`config.mk`:
```
export PLATFORM = sky130hd
export DESIGN_NAME = uiif_timer
export DESIGN_NICKNAME = d
export VERILOG_FILES = /design/src/hdl/uiif_pkg.sv /design/src/hdl/uiif_timer.sv
export VERILOG_INCLUDE_DIRS = /design/src /design/src/hdl
export SDC_FILE = /design/constraint.sdc
export NUM_CORES = 1
export LEC_CHECK = 0
export BUFFER_PORTS_ARGS = -buffer_cell sky130_fd_sc_hd__buf_2
export CAP_MARGIN = 20
export CELL_PAD_IN_SITES_DETAIL_PLACEMENT = 1
export CELL_PAD_IN_SITES_GLOBAL_PLACEMENT = 1
export CORE_MARGIN = 1
export CORE_UTILIZATION = 45
export DETAILED_ROUTE_END_ITERATION = 8
export PLACE_DENSITY = 0.82
export SETUP_SLACK_MARGIN = 0.2
export SYNTH_ARGS = -nofsm -noshare
export SYNTH_HDL_FRONTEND = slang
export SYNTH_SLANG_ARGS = --single-unit
```
`constraint.sdc`:
```
create_clock -name pclk -period 3.75 [get_ports pclk]
set_clock_uncertainty 0.05 [all_clocks]
set_input_delay 0.375 -clock pclk [delete_from_list [all_inputs] [get_ports pclk]]
set_output_delay 0.375 -clock pclk [all_outputs]
set_load 0.01 [all_outputs]
```
`src/hdl/uiif_regs.svh`:
```
// Register offsets, field positions and timing constants of the iso IN flush timer.
// What this block does
// A power-on reset clears every field of the pipe timing control register to zero.
// One timing setting is kept for each of pipes 1 to 9, reached through the pipe select.
// Bit 12 is the read/write flush enable, 1 allowing the automatic flush of an iso IN pipe.
// Bits 2 to 0 are the read/write interval field that sets the detection period in frames.
// Bits 15 to 13 and 11 to 3 read as zero and software writes zero to them.
// In function mode with flush enabled, an iso IN pipe is flushed when no IN token comes in time.
// With double buffering on, the flush clears only the plane filled earlier.
// The flush happens at the SOF that follows the frame in which the token was expected.
// A corrupted SOF still gives a flush at the expected time, from internal frame interpolation.
// Software keeps flush enable at zero in host controller mode.
// Software keeps flush enable at zero for a pipe that is not isochronous.
// Interval value n means an expected token period of 2 to the n frames since the last token.
`ifndef UIIF_REGS_SVH
`define UIIF_REGS_SVH
`define UIIF_ADDR_SEL 12'h000
`define UIIF_ADDR_TIMING 12'h004
`define UIIF_ADDR_CFG 12'h008
`define UIIF_ADDR_ERR 12'h00c
`define UIIF_SEL_PIPE_MSB 3
`define UIIF_SEL_FUNC_BIT 15
`define UIIF_TIM_FLUSH_BIT 12
`define UIIF_TIM_ITV_MSB 2
`define UIIF_CFG_ISO_BIT 0
`define UIIF_CFG_DBL_BIT 1
`define UIIF_ERR_MSB 9
`define UIIF_ERR_LSB 1
`define UIIF_PIPE_FIRST 4'h1
`define UIIF_PIPE_LAST 4'h9
`define UIIF_CLK_NS 40
`define UIIF_FS_FRAME_NS 1000000
`define UIIF_HS_FRAME_NS 125000
`endif

```
`src/hdl/uiif_pkg.sv`:
```
// Types shared by the iso IN flush timer.
package uiif_pkg;
  typedef struct packed {
    logic [3:0] sel;
    logic func_mode;
    logic [9:1] flush_en;
    logic [9:1][2:0] itv;
    logic [9:1] iso_in;
    logic [9:1] dbl;
    logic [9:1][7:0] cnt;
    logic [9:1] err;
    logic [9:1] flush;
    logic [9:1] flush_both;
    logic [14:0] frm_cnt;
    logic frame_tick;
    logic [31:0] prdata;
    logic slverr;
  } uiif_state_t;
  typedef struct packed {
    logic sof_ok;
    logic hs_mode;
    logic in_token;
    logic [3:0] in_pipe;
    logic [9:1] old_plane;
  } uiif_link_t;
  typedef struct packed {
    logic [9:1] flush;
    logic [9:1] flush_both;
    logic [9:1] flush_plane;
  } uiif_flush_t;
endpackage

```
`src/hdl/uiif_timer.sv`:
```
// APB-reached per-pipe IN interval timer with automatic iso IN buffer flush.
`timescale 1ns/1ps
`include "uiif_regs.svh"
module uiif_timer import uiif_pkg::*; #(
  parameter int unsigned FS_FRAME_CYC = `UIIF_FS_FRAME_NS / `UIIF_CLK_NS
) (
  // Clock and reset.
  input wire logic pclk,
  input wire logic presetn,
  // APB slave.
  input wire logic psel,
  input wire logic penable,
  input wire logic pwrite,
  input wire logic [11:0] paddr,
  input wire logic [31:0] pwdata,
  output logic [31:0] prdata,
  output logic pready,
  output logic pslverr,
  // Events from the USB function core.
  input wire uiif_link_t link,
  // Flush requests to the pipe buffers.
  output uiif_flush_t flush
);
  localparam int unsigned HS_FRAME_CYC = `UIIF_HS_FRAME_NS / `UIIF_CLK_NS;
  localparam logic [14:0] FS_LAST = 15'(FS_FRAME_CYC - 1);
  localparam logic [14:0] HS_LAST = 15'(HS_FRAME_CYC - 1);
  // Longest count the frame clock may hold in either speed.
  localparam logic [14:0] MAX_LAST = (FS_LAST > HS_LAST) ? FS_LAST : HS_LAST;

  uiif_state_t s_q;
  uiif_state_t s_d;

  function automatic logic pipe_ok(input logic [3:0] p);
    pipe_ok = (p >= `UIIF_PIPE_FIRST) && (p <= `UIIF_PIPE_LAST);
  endfunction

  function automatic logic known_addr(input logic [11:0] a);
    known_addr = (a == `UIIF_ADDR_SEL) || (a == `UIIF_ADDR_TIMING) ||
                 (a == `UIIF_ADDR_CFG) || (a == `UIIF_ADDR_ERR);
  endfunction

  logic wr_en;
  logic rd_setup;
  logic sel_ok;
  assign wr_en = psel & penable & pwrite & known_addr(paddr);
  assign rd_setup = psel & ~penable;
  assign sel_ok = pipe_ok(s_q.sel);

  ////////////////////////////////////////////////////////////////////////////
  always_comb begin
    logic [8:0] nxt;
    logic [7:0] lim;
    logic tok;
    logic [9:1] hit;
    nxt = '0;
    lim = '0;
    tok = 1'b0;
    // Errors raised this cycle; they win over a software clear.
    hit = '0;
    s_d = s_q;
    s_d.flush = '0;
    s_d.flush_both = '0;
    // Interpolated frame clock: a good SOF realigns it, a lost one is replaced.
    s_d.frame_tick = 1'b0;
    if (link.sof_ok) begin
      s_d.frm_cnt = '0;
      s_d.frame_tick = 1'b1;
    end else if (s_q.frm_cnt >= (link.hs_mode ? HS_LAST : FS_LAST)) begin
      // At or past the end, so a switch to the speed with the shorter period wraps at once.
      s_d.frm_cnt = '0;
      s_d.frame_tick = 1'b1;
    end else begin
      s_d.frm_cnt = s_q.frm_cnt + 15'h0001;
    end
    for (int p = int'(`UIIF_PIPE_FIRST); p <= int'(`UIIF_PIPE_LAST); p++) begin
      tok = link.in_token && (link.in_pipe == 4'(p));
      lim = 8'h01 << s_q.itv[p];
      nxt = {1'b0, s_q.cnt[p]} + 9'h001;
      if (tok) begin
        s_d.cnt[p] = '0;
      end else if (s_q.frame_tick) begin
        if (nxt >= {1'b0, lim}) begin
          s_d.cnt[p] = '0;
          s_d.err[p] = 1'b1;
          hit[p] = 1'b1;
          if (s_q.func_mode && s_q.flush_en[p] && s_q.iso_in[p]) begin
            s_d.flush[p] = 1'b1;
            s_d.flush_both[p] = ~s_q.dbl[p];
          end
        end else begin
          s_d.cnt[p] = nxt[7:0];
        end
      end
    end
    // Register writes, taken in the access cycle.
    if (wr_en) begin
      unique case (paddr)
        `UIIF_ADDR_SEL: begin
          s_d.sel = pwdata[`UIIF_SEL_PIPE_MSB:0];
          s_d.func_mode = pwdata[`UIIF_SEL_FUNC_BIT];
        end
        `UIIF_ADDR_TIMING: begin
          if (sel_ok) begin
            s_d.flush_en[s_q.sel] = pwdata[`UIIF_TIM_FLUSH_BIT];
            s_d.itv[s_q.sel] = pwdata[`UIIF_TIM_ITV_MSB:0];
          end
        end
        `UIIF_ADDR_CFG: begin
          if (sel_ok) begin
            s_d.iso_in[s_q.sel] = pwdata[`UIIF_CFG_ISO_BIT];
            s_d.dbl[s_q.sel] = pwdata[`UIIF_CFG_DBL_BIT];
          end
        end
        `UIIF_ADDR_ERR: begin
          // Write one to clear; a new error in the same cycle stays set.
          s_d.err = (s_q.err & ~pwdata[`UIIF_ERR_MSB:`UIIF_ERR_LSB]) | hit;
        end
      endcase
    end
    // Read data and error are captured in the setup cycle.
    if (rd_setup) begin
      s_d.prdata = '0;
      s_d.slverr = ~known_addr(paddr);
      if (paddr == `UIIF_ADDR_SEL) begin
        s_d.prdata[`UIIF_SEL_PIPE_MSB:0] = s_q.sel;
        s_d.prdata[`UIIF_SEL_FUNC_BIT] = s_q.func_mode;
      end else if (paddr == `UIIF_ADDR_TIMING && sel_ok) begin
        s_d.prdata[`UIIF_TIM_FLUSH_BIT] = s_q.flush_en[s_q.sel];
        s_d.prdata[`UIIF_TIM_ITV_MSB:0] = s_q.itv[s_q.sel];
      end else if (paddr == `UIIF_ADDR_CFG && sel_ok) begin
        s_d.prdata[`UIIF_CFG_ISO_BIT] = s_q.iso_in[s_q.sel];
        s_d.prdata[`UIIF_CFG_DBL_BIT] = s_q.dbl[s_q.sel];
      end else if (paddr == `UIIF_ADDR_ERR) begin
        s_d.prdata[`UIIF_ERR_MSB:`UIIF_ERR_LSB] = s_q.err;
      end
    end
  end

  always_ff @(posedge pclk or negedge presetn) begin
    if (!presetn) begin
      s_q <= '0;
    end else begin
      s_q <= s_d;
    end
  end

  ////////////////////////////////////////////////////////////////////////////
  assign prdata = s_q.prdata;
  assign pready = psel & penable;
  assign pslverr = psel & penable & s_q.slverr;
  assign flush.flush = s_q.flush;
  assign flush.flush_both = s_q.flush_both;
  assign flush.flush_plane = link.old_plane;

  ////////////////////////////////////////////////////////////////////////////
  chk_reset_clear: assert property (@(posedge pclk) $rose(presetn) |->
    (s_q.flush_en == '0 && s_q.itv == '0)) else $error("timing fields not cleared");
  chk_flush_needs_enable: assert property (@(posedge pclk) disable iff (!presetn)
    (|s_q.flush) |-> $past(s_q.func_mode) &&
    ((s_q.flush & ~$past(s_q.flush_en & s_q.iso_in)) == '0))
    else $error("flush without enable");
  chk_flush_on_tick: assert property (@(posedge pclk) disable iff (!presetn)
    (|s_q.flush) |-> $past(s_q.frame_tick)) else $error("flush off frame boundary");
  chk_dbl_one_plane: assert property (@(posedge pclk) disable iff (!presetn)
    (|s_q.flush) |-> ((s_q.flush_both & $past(s_q.dbl)) == '0))
    else $error("double plane cleared");
  chk_interp_tick: assert property (@(posedge pclk) disable iff (!presetn)
    (!link.sof_ok && !link.hs_mode && s_q.frm_cnt == FS_LAST) |=> s_q.frame_tick)
    else $error("missing interpolated frame");
  chk_reserved_zero: assert property (@(posedge pclk) disable iff (!presetn)
    (psel && penable && paddr == `UIIF_ADDR_TIMING) |-> (prdata[15:13] == 3'h0 &&
    prdata[11:3] == 9'h000)) else $error("reserved bits nonzero");
  chk_write_selected: assert property (@(posedge pclk) disable iff (!presetn)
    (wr_en && paddr == `UIIF_ADDR_TIMING && sel_ok) |=>
    (s_q.flush_en[$past(s_q.sel)] == $past(pwdata[`UIIF_TIM_FLUSH_BIT]) &&
    s_q.itv[$past(s_q.sel)] == $past(pwdata[`UIIF_TIM_ITV_MSB:0])))
    else $error("timing write lost");
  chk_token_restart: assert property (@(posedge pclk) disable iff (!presetn)
    (link.in_token && link.in_pipe == 4'h1) |=> (s_q.cnt[1] == 8'h00 && !s_q.flush[1]))
    else $error("token did not restart interval");

  ////////////////////////////////////////////////////////////////////////////
  // Reset clears the link side and the read path as well as the register fields.
  // A second reset in mid-run must leave the same picture as the first.
  chk_reset_idle: assert property (@(posedge pclk) $rose(presetn) |->
    (s_q.flush == '0 && s_q.err == '0 && s_q.cnt == '0)) else $error("link state not cleared");
  chk_reset_select: assert property (@(posedge pclk) $rose(presetn) |->
    (s_q.sel == 4'h0 && !s_q.func_mode && s_q.iso_in == '0 && s_q.dbl == '0))
    else $error("pipe setup not cleared");
  chk_reset_read: assert property (@(posedge pclk) $rose(presetn) |->
    (s_q.prdata == 32'h0000_0000 && !s_q.slverr && s_q.frm_cnt == 15'h0000))
    else $error("read path not cleared");

  // A flush request is a one-cycle strobe; the whole-buffer flag only rides on it.
  chk_flush_strobe: assert property (@(posedge pclk) disable iff (!presetn)
    (|s_q.flush) |=> ((s_q.flush & $past(s_q.flush)) == '0)) else $error("flush held high");
  chk_both_with_flush: assert property (@(posedge pclk) disable iff (!presetn)
    ((s_q.flush_both & ~s_q.flush) == '0)) else $error("whole-buffer flag without flush");
  chk_single_whole: assert property (@(posedge pclk) disable iff (!presetn)
    (|s_q.flush) |-> ((s_q.flush & ~$past(s_q.dbl) & ~s_q.flush_both) == '0))
    else $error("single buffer only partly cleared");
  chk_host_quiet: assert property (@(posedge pclk) disable iff (!presetn)
    $past(!s_q.func_mode) |-> (s_q.flush == '0)) else $error("flush outside function mode");

  // Frame clock: a good SOF realigns it; without one it wraps once a period.
  // Both speeds are watched, and a tick always has a cause.
  chk_sof_realign: assert property (@(posedge pclk) disable iff (!presetn)
    link.sof_ok |=> (s_q.frm_cnt == 15'h0000 && s_q.frame_tick)) else $error("SOF not taken");
  chk_interp_hs: assert property (@(posedge pclk) disable iff (!presetn)
    (!link.sof_ok && link.hs_mode && s_q.frm_cnt == HS_LAST) |=> s_q.frame_tick)
    else $error("missing interpolated microframe");
  chk_fs_wrap: assert property (@(posedge pclk) disable iff (!presetn)
    (!link.sof_ok && !link.hs_mode && s_q.frm_cnt == FS_LAST) |=> s_q.frm_cnt == 15'h0000)
    else $error("frame counter did not wrap");
  chk_tick_at_zero: assert property (@(posedge pclk) disable iff (!presetn)
    s_q.frame_tick |-> s_q.frm_cnt == 15'h0000) else $error("frame tick off count start");
  chk_frame_range: assert property (@(posedge pclk) disable iff (!presetn)
    (s_q.frm_cnt <= MAX_LAST)) else $error("frame counter overran");
  chk_tick_cause: assert property (@(posedge pclk) disable iff (!presetn)
    s_q.frame_tick |-> ($past(link.sof_ok) ||
    $past(s_q.frm_cnt) >= ($past(link.hs_mode) ? HS_LAST : FS_LAST)))
    else $error("frame tick without cause");

  // Register bus: zero wait states, unmapped words are refused,
  // and mapped reads show the selected pipe.
  chk_pready_answer: assert property (@(posedge pclk) disable iff (!presetn)
    (psel && penable) |-> pready) else $error("access not answered");
  chk_bus_idle: assert property (@(posedge pclk) disable iff (!presetn)
    !psel |-> (!pready && !pslverr)) else $error("answer without a request");
  chk_unmapped_error: assert property (@(posedge pclk) disable iff (!presetn)
    (psel && penable && !known_addr(paddr)) |-> (pslverr && prdata == 32'h0000_0000))
    else $error("unmapped access not refused");
  chk_mapped_ok: assert property (@(posedge pclk) disable iff (!presetn)
    (psel && penable && known_addr(paddr)) |-> !pslverr)
    else $error("mapped access refused");
  chk_prdata_stable: assert property (@(posedge pclk) disable iff (!presetn)
    !(psel && !penable) |=> $stable(prdata))
    else $error("read data moved outside setup");
  chk_sel_read: assert property (@(posedge pclk) disable iff (!presetn)
    (psel && penable && paddr == `UIIF_ADDR_SEL) |->
    (prdata[`UIIF_SEL_PIPE_MSB:0] == s_q.sel && prdata[`UIIF_SEL_FUNC_BIT] == s_q.func_mode))
    else $error("select read mismatch");
  chk_timing_no_pipe: assert property (@(posedge pclk) disable iff (!presetn)
    (psel && penable && paddr == `UIIF_ADDR_TIMING && !sel_ok) |-> prdata == 32'h0000_0000)
    else $error("timing read without a pipe");
  chk_cfg_no_pipe: assert property (@(posedge pclk) disable iff (!presetn)
    (psel && penable && paddr == `UIIF_ADDR_CFG && !sel_ok) |-> prdata == 32'h0000_0000)
    else $error("config read without a pipe");
  chk_timing_read: assert property (@(posedge pclk) disable iff (!presetn)
    (psel && penable && paddr == `UIIF_ADDR_TIMING && sel_ok) |->
    (prdata[`UIIF_TIM_FLUSH_BIT] == s_q.flush_en[s_q.sel] &&
    prdata[`UIIF_TIM_ITV_MSB:0] == s_q.itv[s_q.sel])) else $error("timing read mismatch");

  // Writes land in the selected pipe only, and settings never move without a write.
  chk_sel_write: assert property (@(posedge pclk) disable iff (!presetn)
    (wr_en && paddr == `UIIF_ADDR_SEL) |=> (s_q.sel == $past(pwdata[`UIIF_SEL_PIPE_MSB:0]) &&
    s_q.func_mode == $past(pwdata[`UIIF_SEL_FUNC_BIT])))
    else $error("select write lost");
  chk_cfg_write: assert property (@(posedge pclk) disable iff (!presetn)
    (wr_en && paddr == `UIIF_ADDR_CFG && sel_ok) |=>
    (s_q.iso_in[$past(s_q.sel)] == $past(pwdata[`UIIF_CFG_ISO_BIT]) &&
    s_q.dbl[$past(s_q.sel)] == $past(pwdata[`UIIF_CFG_DBL_BIT]))) else $error("config write lost");
  chk_no_sel_write: assert property (@(posedge pclk) disable iff (!presetn)
    (wr_en && paddr == `UIIF_ADDR_TIMING && !sel_ok) |=>
    ($stable(s_q.flush_en) && $stable(s_q.itv))) else $error("write without a pipe landed");
  chk_timing_hold: assert property (@(posedge pclk) disable iff (!presetn)
    !(wr_en && paddr == `UIIF_ADDR_TIMING) |=> ($stable(s_q.flush_en) && $stable(s_q.itv)))
    else $error("timing changed without a write");
  chk_cfg_hold: assert property (@(posedge pclk) disable iff (!presetn)
    !(wr_en && paddr == `UIIF_ADDR_CFG) |=> ($stable(s_q.iso_in) && $stable(s_q.dbl)))
    else $error("config changed without a write");
  chk_sel_hold: assert property (@(posedge pclk) disable iff (!presetn)
    !(wr_en && paddr == `UIIF_ADDR_SEL) |=> ($stable(s_q.sel) && $stable(s_q.func_mode)))
    else $error("select changed without a write");

  // Interval errors stick until software clears them, and each flush logs one.
  chk_err_sticky: assert property (@(posedge pclk) disable iff (!presetn)
    (s_q.err[1] && !(wr_en && paddr == `UIIF_ADDR_ERR)) |=> s_q.err[1])
    else $error("interval error lost");
  chk_err_clear: assert property (@(posedge pclk) disable iff (!presetn)
    (wr_en && paddr == `UIIF_ADDR_ERR && pwdata[1] && !s_q.frame_tick) |=>
    !s_q.err[1]) else $error("interval error not cleared");
  chk_err_set_wins: assert property (@(posedge pclk) disable iff (!presetn)
    (|s_q.flush) |-> ((s_q.flush & ~s_q.err) == '0)) else $error("error not logged with flush");

  ////////////////////////////////////////////////////////////////////////////
  // Per pipe: a token restarts the interval, a flush never comes early,
  // and the plane choice follows the buffering of that pipe.
  for (genvar g = `UIIF_PIPE_FIRST; g <= `UIIF_PIPE_LAST; g++) begin : g_pipe_chk
    chk_pipe_token: assert property (@(posedge pclk) disable iff (!presetn)
      (link.in_token && link.in_pipe == 4'(g)) |=> (s_q.cnt[g] == 8'h00 && !s_q.flush[g]))
      else $error("token did not restart interval");
    chk_pipe_count: assert property (@(posedge pclk) disable iff (!presetn)
      (s_q.cnt[g] < 8'h80)) else $error("interval count overran");
    chk_pipe_restart: assert property (@(posedge pclk) disable iff (!presetn)
      s_q.flush[g] |-> s_q.cnt[g] == 8'h00) else $error("count kept after flush");
    chk_pipe_refused: assert property (@(posedge pclk) disable iff (!presetn)
      s_q.flush[g] |-> $past(s_q.flush_en[g] && s_q.iso_in[g] && s_q.func_mode))
      else $error("flush on a refused pipe");
    chk_pipe_early: assert property (@(posedge pclk) disable iff (!presetn)
      s_q.flush[g] |-> ({1'b0, $past(s_q.cnt[g])} + 9'h001 >= (9'h001 << $past(s_q.itv[g]))))
      else $error("flush before the interval ran out");
    chk_pipe_single: assert property (@(posedge pclk) disable iff (!presetn)
      (s_q.flush[g] && $past(s_q.dbl[g])) |-> !s_q.flush_both[g])
      else $error("both planes cleared");
    chk_pipe_whole: assert property (@(posedge pclk) disable iff (!presetn)
      (s_q.flush[g] && !$past(s_q.dbl[g])) |-> s_q.flush_both[g])
      else $error("single buffer not fully cleared");
  end
endmodule

```
==> run metrics <==
Mapped Area=11800 um^2; Hold Crit Class=in -> async; core area=25500 um^2; # Post-CTS Setup Buffers=0; CP max-delay cell=o31a_1; crit path DAT=3.40 ns; Setup crit start=s_q[102]; Net Sw Frac=0.256; GPL Wtd Cong=0.833; Synth Instances=1170; largest net degree at the start of global routing=106; fin crit share=0.830; Tightest Pin Transition=0.902 ns; Crit. End Element=register; Max Cap Viol=0; GRT Total Usage=0.237; die height=164 um; Final ANT Viol Nets=0; combinational power share=0.045; initial DRC count=558; final wirelength=29900 um; Crit Path Class=reg -> reg; Filler Cell Count=2814; PD cells=320 nW/um^2; global route total overflow=0; first-pass GRT wire length=49900 um; Final Hold Fails=0; # IOs=126; Starting Density=0.464; sequential power share=0.502; Synth Flop Type=dfrtp_1; hold buffer count at cts=0; setup ws final=0.636 ns; f_max=0.321 GHz; vias per cell=5.92; Final Max Tran Viols=0; sequence of cells on the critical path=and3_1 > and3_1 > xor2_1 > ha_1 > a21o_1 > a21o_1 > a221oi_1 > o31a_1 > nor2_1 > a22o_1; clk slew on worst S/H paths=0.08 ns; Critical R2R Launch=s_q[102]; cts bufs inserted=17; number of remaining DRC errors=0; Mean Syn Cell Area=10.1 um^2; slowest stage delay, CP=0.49 ns; Synth Register Bits=187; status=complete, no violations; asr flop ratio synth=1.00; post-layout net count=1316; # setup viols final=0; worst rel slew slack=0.399; share of layout cells above drive strength 1=0.165; fin crit period=3.11 ns; commonest non-fill, non-tap cells in the layout=dfrtp_1, nand2_1, ha_1; RSZ-0062 raised after global routing=false; post_cts resized=0; Port-buffer cells=67; number of antenna diodes=0; Fin Hold WS=0.00564 ns; clock share of power=0.453; Vias=8891; worst-path maximum fanout=11; EDFF count, synth=0; Core Rows=58; synth-to-layout area growth=6.81%; switching pwr=1030 uW; Pleak=0.00600 uW; DIE AREA=26900 um^2; CTS Root Cell=clkbuf_16; YS warnings=0; htree depth=4; Synth cell types=57; Peak VDD IR=0.311 mV; Critical Path RT=4.03 ns; Seq/Total Area, Yosys=0.396; number of global-route vias before repair=9630; latest clock arrival within the worst-skew pair=0.44 ns; Startpoint Class=register; Int Pwr=3010 uW; Pre-Repair DR Iteration Count=4; Die X=164 um; hpwl dp=21600 um; CTS tree=yes; most common cell after layout, fill and taps aside=dfrtp_1; drt wl/cell=19.9 um; initial antenna violation count=1; CTS Buffer Depth=2; CTS Sinks=187; Worst Setup Slack post-DPL=0.671 ns; Setup TNS=0 ns
power groups by stage:
stage               sequential [uW]  combinational (uW)  clock [uW]
floorplan                      2060                 106           0
global placement               2070                 178           0
detailed placement             2070                 185           0
CTS                            2030                 186        1870
global route                   2030                 208        1950
finish                         2030                 183        1830
final cells by class:
type	instances	area (um^2)	area share
Clock inverter	15	153	0.0121
Clock buffer	17	425	0.0337
Multi-Input combinational cell	867	6480	0.513
Tap cell	330	413	0.0327
Inverter	6	22.5	0.00178
Timing Repair Buffer	81	449	0.0356
Sequential cell	187	4680	0.371
cells in the mapped netlist (3+ instances only):
| cell type | count | area, um^2 |
|---|---|---|
| a211oi_1 | 11 | 82.6 |
| a21o_1 | 27 | 203 |
| a21oi_1 | 9 | 45.0 |
| a221oi_1 | 10 | 87.6 |
| a22o_1 | 17 | 149 |
| a22oi_1 | 3 | 22.5 |
| a32o_1 | 56 | 561 |
| and2_1 | 11 | 68.8 |
| and3_1 | 20 | 125 |
| buf_1 | 5 | 18.8 |
| buf_4 | 59 | 443 |
| clkbuf_1 | 64 | 240 |
| dfrtp_1 | 187 | 4680 |
| ha_1 | 91 | 1140 |
| inv_1 | 6 | 22.5 |
| mux2_1 | 17 | 191 |
| mux2_2 | 47 | 529 |
| mux2i_1 | 12 | 120 |
| mux4_2 | 3 | 67.6 |
| nand2_1 | 104 | 390 |
| nand2b_1 | 15 | 93.8 |
| nand3_1 | 63 | 315 |
| nand3b_1 | 29 | 218 |
| nand4_1 | 11 | 68.8 |
| nor2_1 | 77 | 289 |
| nor2b_1 | 12 | 75.1 |
| nor3_1 | 28 | 140 |
| nor3b_1 | 5 | 37.5 |
| nor4_1 | 13 | 81.3 |
| o21a_1 | 3 | 22.5 |
| o21ai_0 | 29 | 145 |
| o221ai_1 | 3 | 26.3 |
| o22ai_1 | 4 | 25.0 |
| o31a_1 | 9 | 78.8 |
| or3b_2 | 18 | 158 |
| xnor2_1 | 36 | 315 |
| xor2_1 | 31 | 272 |
flip-flops by register name, indices dropped and copies added, names as in the netlist:
signal	count
s_q	157
flush	18
prdata	12
worst paths after layout:
check / endpoint / slack [ns] / depth (start not counted)
max: s_q[70] / 0.64 / 10
min: s_q[123] / 0.006 / 1
max reg2reg: s_q[70] / 0.64 / 10
min reg2reg: prdata[8] / 0.44 / 2
max in group asynchronous: s_q[169] / 2.69 / 2
min in group pclk: s_q[202] / 0.14 / 2
routing by layer:
layer | GRT usage | routed length [um]
met5 | 0 | 8
met2 | 0.411 | 15200
met4 | 0.105 | 1030
met1 | 0.291 | 13000
met3 | 0.0351 | 735
worst max-delay path, delay by kind of cell (launching register included):
kind | cells | cell delay (ns)
AO/OA/AOI/OAI | 5 | 1.44
AND/OR/NAND/NOR | 3 | 0.55
flip-flops | 1 | 0.42
adder cells (fa/ha/maj) | 1 | 0.29
XOR/XNOR | 1 | 0.25
per-stage QoR:
stage / util / std cells / cell area, um^2 / power [uW]
after floorplan: - / 1189 / 11900 / 2170
after global placement: 0.473 / 1471 / 12000 / 2240
after detailed placement: 0.473 / 1471 / 12000 / 2250
after CTS: 0.496 / 1503 / 12600 / 4090
after global routing: 0.496 / 1503 / 12600 / 4190
final: 0.496 / 1503 / 12600 / 4040
kinds of logic after synthesis:
| logic type | Yosys count | share of synthesized area |
|---|---|---|
| AOI/OAI and AO/OA | 186 | 0.126 |
| muxes | 79 | 0.0769 |
| other | 1 | 0.000317 |
| buffers and inverters | 135 | 0.0617 |
| adders and majority gates | 91 | 0.0963 |
| and+or+nand+nor | 424 | 0.193 |
| DFF | 187 | 0.396 |
| xor gates and xnor gates | 67 | 0.0497 |
(Power assumes the default switching activity.)
